[src/qread_map.svh]
// constants for the quad read / burst wrap command block
// assumes inclusion by the design modules
`ifndef QREAD_MAP_SVH
`define QREAD_MAP_SVH
`define CMD_QUAD_READ 8'hEB
`define CMD_WRAP_SETUP 8'h77
`define CMD_MODE_RESET 8'hFF
`define MODE_CONTINUE 2'h2
`define ADDR_NIBBLES 6'h06
`define MODE_NIBBLES 6'h02
`define LEGACY_DUMMY 6'h04
`define WRAP_IGNORED_NIBBLES 6'h06
`define WRAP_DATA_NIBBLES 6'h02
`define WRAP_RESET 3'h7
`define WRAP_DIS_BIT 0
`define WRAP_LEN_LSB 1
`define CMD_LAST_BIT 6'h07
`define MIN_LATENCY 4'h2
`define WRAP_MASK_8 24'h000007
`define WRAP_MASK_16 24'h00000F
`define WRAP_MASK_32 24'h00001F
`define WRAP_MASK_64 24'h00003F
`endif

[src/qread_pkg.sv]
// types used by the quad read block; its edge finder does not use them
// assumes the map header sits in the same folder
`default_nettype none
package qread_pkg;
  typedef enum {
    ST_IDLE,
    ST_CMD,
    ST_ADDR,
    ST_MODE,
    ST_DUMMY,
    ST_DATA,
    ST_WRAP_SKIP,
    ST_WRAP_BYTE,
    ST_IGNORE
  } phase_t;
endpackage
`default_nettype wire

[src/pin_sync.sv]
// two-flop synchroniser for the serial pins, with serial clock edge strobes
// assumes pins_in comes from outside the CLOCK domain; srst is synchronous to clk
`default_nettype none
module pin_sync (
  input wire logic clk,
  input wire logic srst,
  input wire logic [5:0] pins_in,
  output logic [5:0] pins_out,
  output logic sck_rise,
  output logic sck_fall
);
  typedef struct packed {
    logic [5:0] first;
    logic [5:0] second;
    logic sck_last;
  } sync_t;
  sync_t s_reg, s_next;
  always_comb begin
    s_next = s_reg;
    s_next.first = pins_in;
    s_next.second = s_reg.first;
    s_next.sck_last = s_reg.second[0];
  end
  always_ff @(posedge clk) begin
    if (srst) begin
      s_reg <= '0;
    end else begin
      s_reg <= s_next;
    end
  end
  assign pins_out = s_reg.second;
  // bit 0 carries the serial clock
  assign sck_rise = s_reg.second[0] & ~s_reg.sck_last;
  assign sck_fall = ~s_reg.second[0] & s_reg.sck_last;
endmodule
`default_nettype wire

[src/quad_io_read_burst_wrap.sv]
// quad address-and-data read with continuous mode and burst wrap, device end
// assumes serial clock well below CLOCK/4; memory array sits outside
`default_nettype none
`include "qread_map.svh"
module quad_io_read_burst_wrap (
  // system
  input wire logic CLOCK,
  input wire logic SRST,
  // serial link pins
  input wire logic CS_N,
  input wire logic SCK,
  input wire logic [3:0] IO_IN,
  output logic [3:0] IO_OUT,
  output logic [3:0] IO_OE,
  // status register bits
  input wire logic QUAD_LINES_ENABLE_BIT,
  input wire logic VARIABLE_LATENCY_ENABLE,
  input wire logic [3:0] LATENCY_CONTROL,
  output logic [2:0] WRAP_SETTING_BITS,
  output logic CONTINUOUS_MODE_ACTIVE,
  // memory array
  output logic [23:0] MEM_ADDR,
  output logic MEM_REQ,
  input wire logic [7:0] MEM_DATA
);
  typedef struct packed {
    qread_pkg::phase_t phase;
    logic continuous;
    logic [2:0] wrap;
    logic [7:0] shift;
    logic [5:0] count;
    logic [23:0] addr;
    logic [7:0] mode;
    logic [7:0] out_byte;
    logic out_high;
    logic [3:0] io_out;
    logic oe;
    logic req;
  } state_t;
  state_t s_reg, s_next;
  logic [5:0] pins;
  logic sck_rise, sck_fall, cs_n_s;
  logic [3:0] io_s;
  logic [5:0] dummy_total;
  logic [23:0] addr_inc, wrap_mask;

  pin_sync u_sync (
    .clk(CLOCK),
    .srst(SRST),
    .pins_in({IO_IN, CS_N, SCK}),
    .pins_out(pins),
    .sck_rise(sck_rise),
    .sck_fall(sck_fall)
  );
  assign cs_n_s = pins[1];
  assign io_s = pins[5:2];

  // latency field counts mode plus dummy cycles; mode always takes two
  always_comb begin
    if (VARIABLE_LATENCY_ENABLE && LATENCY_CONTROL > `MIN_LATENCY) begin
      dummy_total = {2'h0, LATENCY_CONTROL} - `MODE_NIBBLES;
    end else begin
      dummy_total = `LEGACY_DUMMY;
    end
  end

  // wrap section mask from the length select: 00=8, 01=16, 10=32, 11=64 bytes
  always_comb begin
    case (s_reg.wrap[2:1])
      2'h0: wrap_mask = `WRAP_MASK_8;
      2'h1: wrap_mask = `WRAP_MASK_16;
      2'h2: wrap_mask = `WRAP_MASK_32;
      default: wrap_mask = `WRAP_MASK_64;
    endcase
    if (s_reg.wrap[`WRAP_DIS_BIT]) begin
      addr_inc = s_reg.addr + 24'h000001;
    end else begin
      addr_inc = (s_reg.addr & ~wrap_mask) | ((s_reg.addr + 24'h000001) & wrap_mask);
    end
  end

  always_comb begin
    s_next = s_reg;
    s_next.req = 1'b0;
    if (cs_n_s) begin
      s_next.phase = qread_pkg::ST_IDLE;
      s_next.oe = 1'b0;
      s_next.count = '0;
    end else begin
      if (s_reg.phase == qread_pkg::ST_IDLE) begin
        s_next.count = '0;
        s_next.phase = s_reg.continuous ? qread_pkg::ST_ADDR : qread_pkg::ST_CMD;
      end
      if (sck_rise) begin
        case (s_reg.phase)
          qread_pkg::ST_IDLE, qread_pkg::ST_CMD: begin
            // command arrives one bit per clock on line 0
            s_next.shift = {s_reg.shift[6:0], io_s[0]};
            s_next.count = s_reg.count + 6'h01;
            s_next.phase = qread_pkg::ST_CMD;
            if (s_reg.count == `CMD_LAST_BIT) begin
              s_next.count = '0;
              if ({s_reg.shift[6:0], io_s[0]} == `CMD_QUAD_READ && QUAD_LINES_ENABLE_BIT) begin
                s_next.phase = qread_pkg::ST_ADDR;
              end else if ({s_reg.shift[6:0], io_s[0]} == `CMD_WRAP_SETUP &&
                           QUAD_LINES_ENABLE_BIT) begin
                s_next.phase = qread_pkg::ST_WRAP_SKIP;
              end else begin
                s_next.phase = qread_pkg::ST_IGNORE;
              end
            end
          end
          qread_pkg::ST_ADDR: begin
            s_next.addr = {s_reg.addr[19:0], io_s};
            s_next.count = s_reg.count + 6'h01;
            if (s_reg.count == `ADDR_NIBBLES - 6'h01) begin
              s_next.count = '0;
              s_next.phase = qread_pkg::ST_MODE;
            end
          end
          qread_pkg::ST_MODE: begin
            // low nibble is sampled but never used, the host may float it
            s_next.mode = {s_reg.mode[3:0], io_s};
            s_next.count = s_reg.count + 6'h01;
            if (s_reg.count == `MODE_NIBBLES - 6'h01) begin
              s_next.count = '0;
              s_next.phase = qread_pkg::ST_DUMMY;
              s_next.req = 1'b1;
              // an all-ones byte lands here and sets bit 4, leaving continuous mode
              s_next.continuous = (s_reg.mode[1:0] == `MODE_CONTINUE);
            end
          end
          qread_pkg::ST_DUMMY: begin
            s_next.count = s_reg.count + 6'h01;
            if (s_reg.count == dummy_total - 6'h01) begin
              s_next.count = '0;
              s_next.phase = qread_pkg::ST_DATA;
              s_next.out_byte = MEM_DATA;
              s_next.out_high = 1'b1;
            end
          end
          qread_pkg::ST_WRAP_SKIP: begin
            s_next.count = s_reg.count + 6'h01;
            if (s_reg.count == `WRAP_IGNORED_NIBBLES - 6'h01) begin
              s_next.count = '0;
              s_next.phase = qread_pkg::ST_WRAP_BYTE;
            end
          end
          qread_pkg::ST_WRAP_BYTE: begin
            s_next.shift = {s_reg.shift[3:0], io_s};
            s_next.count = s_reg.count + 6'h01;
            if (s_reg.count == `WRAP_DATA_NIBBLES - 6'h01) begin
              s_next.wrap = {s_reg.shift[2:0]};
              s_next.phase = qread_pkg::ST_IGNORE;
            end
          end
          default: begin
          end
        endcase
      end
      if (sck_fall && s_reg.phase == qread_pkg::ST_DATA) begin
        // device drives only from the first data falling edge on
        s_next.oe = 1'b1;
        s_next.io_out = s_reg.out_high ? s_reg.out_byte[7:4] : s_reg.out_byte[3:0];
        s_next.out_high = ~s_reg.out_high;
        if (!s_reg.out_high) begin
          s_next.addr = addr_inc;
          s_next.req = 1'b1;
        end
      end
      if (sck_rise && s_reg.phase == qread_pkg::ST_DATA && s_reg.out_high) begin
        s_next.out_byte = MEM_DATA;
      end
    end
    // an all-ones byte sent as a command also drops continuous mode; in continuous
    // mode the same byte arrives as address and mode nibbles and ends it there
    if (sck_rise && s_reg.phase == qread_pkg::ST_CMD && s_reg.count == `CMD_LAST_BIT &&
        {s_reg.shift[6:0], io_s[0]} == `CMD_MODE_RESET) begin
      s_next.continuous = 1'b0;
    end
  end

  always_ff @(posedge CLOCK) begin
    if (SRST) begin
      s_reg <= '0;
      s_reg.phase <= qread_pkg::ST_IDLE;
      s_reg.wrap <= `WRAP_RESET;
    end else begin
      s_reg <= s_next;
    end
  end

  assign IO_OUT = s_reg.io_out;
  assign IO_OE = {4{s_reg.oe}};
  assign WRAP_SETTING_BITS = s_reg.wrap;
  assign CONTINUOUS_MODE_ACTIVE = s_reg.continuous;
  assign MEM_ADDR = s_reg.addr;
  assign MEM_REQ = s_reg.req;
endmodule
`default_nettype wire

[config.mk]
export PLATFORM = sky130hd
export DESIGN_NAME = quad_io_read_burst_wrap
export DESIGN_NICKNAME = d
export VERILOG_FILES = /design/src/qread_pkg.sv /design/src/pin_sync.sv /design/src/quad_io_read_burst_wrap.sv
export VERILOG_INCLUDE_DIRS = /design/src
export SDC_FILE = /design/constraint.sdc
export NUM_CORES = 1
export LEC_CHECK = 0
export BUFFER_PORTS_ARGS = -buffer_cell sky130_fd_sc_hd__buf_2
export CORE_ASPECT_RATIO = 1.2
export CORE_UTILIZATION = 50
export DETAILED_ROUTE_END_ITERATION = 7
export PLACE_DENSITY = 0.74
export SLEW_MARGIN = 40
export SYNTH_ARGS = -nofsm -noshare
export SYNTH_HDL_FRONTEND = slang
export SYNTH_SLANG_ARGS = --single-unit
[constraint.sdc]
create_clock -name CLOCK -period 3.6 [get_ports CLOCK]
set_clock_uncertainty 0.2 [all_clocks]
set_input_delay 0.72 -clock CLOCK [delete_from_list [all_inputs] [get_ports CLOCK]]
set_output_delay 0.72 -clock CLOCK [all_outputs]
set_load 0.005 [all_outputs]
==> impl_metrics.ini <==
[logic_synthesis]
avgSynthCellArea_um2 = 8.284
synth-main-ff-cell = sky130_fd_sc_hd__dfxtp_1
synth_enable_flop_cells = 0
synth_cell_area_mm2 = 0.005550
synth_nets = 698
synthTopCellsByArea = sky130_fd_sc_hd__dfxtp_1, sky130_fd_sc_hd__buf_4, sky130_fd_sc_hd__a21oi_1
synth_top_family_by_area = simple AND/OR/NAND/NOR gates
yosys.cell_types.count = 70
synth_compound_gate_area_share = 0.1954
yosysSeqAreaShare = 0.3715
yosysMostFrequentCell = sky130_fd_sc_hd__dfxtp_1
synth_common_cells = sky130_fd_sc_hd__dfxtp_1, sky130_fd_sc_hd__nor2_1, sky130_fd_sc_hd__nand2_1, sky130_fd_sc_hd__a21oi_1, sky130_fd_sc_hd__buf_4
postSynthRegisterBits = 103
synth_simple_gate_area_frac = 0.2768
synthDominantAreaCellType = sky130_fd_sc_hd__dfxtp_1
async_s_r_ff_share_synth = 0
area_share_of_fa_ha_maj_cells_after_synthesis = 0.01353
netlist_instances = 670
yosys_warnings = 0
synthMuxAreaShare = 0.02885
synth.top_cell.area_share = 0.3715
synth_xor_area_frac = 0.02209

[cts]
cts_tree = built
cts.repair_timing.setup_buffer_count = 0
postCtsHoldBufs = 0
tritoncts_num_sinks = 103
ctsRootBufferMaster = sky130_fd_sc_hd__clkbuf_16
clk-insertion-delay-late_ns = 0.35
cts_resized = 0
tritoncts.num_buffers = 9
clock_tree.buffer_depth = 2
htree_levels = 3
clock_transition_time_at_the_flip_flop_clock_pins_of_the_worst_setup_and_hold_paths_ns = 0.08

[global_routing]
first_global_vias = 4747
gr-usage-all-layers = 0.2431
antenna_found_initial = 0
grt_pass1_wl_um = 22980
grt_start_max_net_pins = 56
total_global_routing_overflow = 0

[place]
dp.final_hpwl_um = 9525
placedInstanceArea_mm2 = 0.005654
placed_cells_incl_taps = 794
count_of_input_and_output_buffers = 58
routability_congestion_estimate_from_global_placement = 0.9292

[drt]
num_vias = 5022
detail-route-antenna-nets = 0
drt-met1-wl_um = 5831
via_per_inst = 6.200
drc = 1
wl_um = 13700
dr_wl_cell_um = 16.91
drtIter0Drc = 403
drt-pass1-iter-count = 8
routed-wl-met2_um = 6901
met3_wirelength_um = 643
top_layer_used = met4

[timing]
setup_viol = 0
maxSlewViolCount = 0
maxClockFrequency_mhz = 301.3
timing_hold_violations_final = 0
slew-limit-headroom = 0.4761
max_slew.worst_pin.slew_ns = 0.7858
post-route-period-util = 0.9218
period_needed_ns = 3.318
finalSetupTns_ns = 0
grt_setup_unrepaired = no

[cells_and_area]
drive_gt1_frac = 0.1674
register_area_mm2 = 0.002062
largest_register_ffs = 56
flow.area_growth_from_synthesis_pct = 7.777
total_area_of_multi_input_combinational_cells_mm2 = 0.002989
layout.core_utilization = 0.5606
nFillCells = 980
final_nets = 704
finish.cell_count_without_fillers = 810
fin_area_mm2 = 0.005982
antenna_cells_inserted = 0

[run_status]
run_status = finished, violations left
violations = DRC

[pwr]
p_sw_uw = 578.3
p_clk_frac = 0.446
fin_total_pwr_uw = 2340
netSwitchingFraction = 0.2472
leakagePower_uw = 0.002251
power_density_mw_per_mm2 = 391.1
power.internal_uw = 1761
ir_worst_vdd_mv = 0.3085
sequentialPowerShare = 0.495
comb_power_share = 0.059

[setup_path]
most_common_cell_on_crit_path = sky130_fd_sc_hd__ha_1
worstPathRequired_ns = 3.62
regToRegSetupSlack_ns = 0.66
startpoint_type = input pin
critical_path_class = in -> reg
critical_path_arrival_ns = 3.34
setup.worst_path.end_class = flip-flop
critPathSlowestCell = sky130_fd_sc_hd__xor2_1
worst-path-buf-inv = 3
crit_family = compound AO/OA/AOI/OAI gates
crit_chain = buf_2, inv_1, ha_1, ha_1, nor2b_1, nand2_1, ha_1, xor2_1, o311ai_1, o311ai_1, buf_4, nor4b_4, a31oi_2, o21ai_1, a21oi_1
cp_slowest_stage_delay_ns = 0.26
crit_fanout = 8

[floorplan]
placeableCoreArea_mm2 = 0.01067
die_area_mm2 = 0.01153
boundaryPins = 59
std_cell_rows = 41
initial_core_util = 0.5202
floorplan.die.height_um = 117.4
chipWidth_um = 98.18

[flow_run]
timing.max_cap.violations = 0

[min_path]
timing.hold.worst.class = reg -> reg
## metrics by stage
stage	hold slack, ns	worst slack (ns)
finish	0.2446	0.2815
global route	0.2601	0.01114
floorplan	0.2138	0.3099
CTS	0.2441	0.3193
detailed placement	0.2276	-0.04856
global placement	0.2191	0.07826
## cells by family (layout without fill, tap and decap cells)
family          after synthesis  count (layout)
buf+inv                      91             102
simple gates                274             274
mux                          16              16
fa+ha+maj                     6               6
flops                       103             103
compound gates              166             166
xor+xnor                     14              14
## cell type report
class	count	area share
Tap cell	129	0.02698
Clock inverter	7	0.01548
Inverter	13	0.008157
Multi-Input combinational cell	476	0.4997
Timing Repair Buffer	73	0.06735
Sequential cell	103	0.3447
Clock buffer	9	0.03765
## power groups by stage
stage | clock network [µW] | registers (µW) | logic (µW)
after floorplan | 0 | 1180 | 89.3
after global placement | 0 | 1180 | 131
after detailed placement | 0 | 1190 | 136
after CTS | 1050 | 1160 | 137
after global routing | 1100 | 1160 | 151
final | 1040 | 1160 | 138
## layout by cell type, fill, tap and decap left out, types with 10 or more instances in the layout
master	count
sky130_fd_sc_hd__nor3_1	24
sky130_fd_sc_hd__nor2b_1	21
sky130_fd_sc_hd__inv_1	13
sky130_fd_sc_hd__nand3_1	28
sky130_fd_sc_hd__mux2i_1	16
sky130_fd_sc_hd__a21oi_1	44
sky130_fd_sc_hd__o21ai_0	26
sky130_fd_sc_hd__and2_1	30
sky130_fd_sc_hd__nand4_1	16
sky130_fd_sc_hd__nor2_1	52
sky130_fd_sc_hd__dfxtp_1	103
sky130_fd_sc_hd__and3_1	10
sky130_fd_sc_hd__nand2_1	45
sky130_fd_sc_hd__a211oi_1	19
sky130_fd_sc_hd__buf_4	15
sky130_fd_sc_hd__buf_2	58
sky130_fd_sc_hd__o22ai_1	13
sky130_fd_sc_hd__o21ai_1	14
## per-layer routing
layer  up-vias  track usage
li1       2413            -
met1      2410       0.3077
met2       172       0.4146
met3        27      0.03576
met4         0      0.09328
met5         -            0
## final timing paths
kind / start / to / cells after the start
worst max-delay path: LATENCY_CONTROL[1] / s_reg[7] / 15
worst min-delay path: u_sync.s_next[4] / u_sync.pins_out[3] / 1
worst max register to register: s_reg[88] / MEM_ADDR[10] / 8
worst min register to register: u_sync.s_next[4] / u_sync.pins_out[3] / 1
## worst reg2reg max path, stage by stage, from the launching register on
cell	delay [ns]
sky130_fd_sc_hd__dfxtp_1	0.32
sky130_fd_sc_hd__nor4_1	0.44
sky130_fd_sc_hd__and4_1	0.46
sky130_fd_sc_hd__nand4_1	0.13
sky130_fd_sc_hd__buf_4	0.22
sky130_fd_sc_hd__a21oi_1	0.65
sky130_fd_sc_hd__o21ai_0	0.21
sky130_fd_sc_hd__nand3_1	0.12
sky130_fd_sc_hd__o21ai_0	0.08
Note: power is estimated with default switching activity, not from simulation.
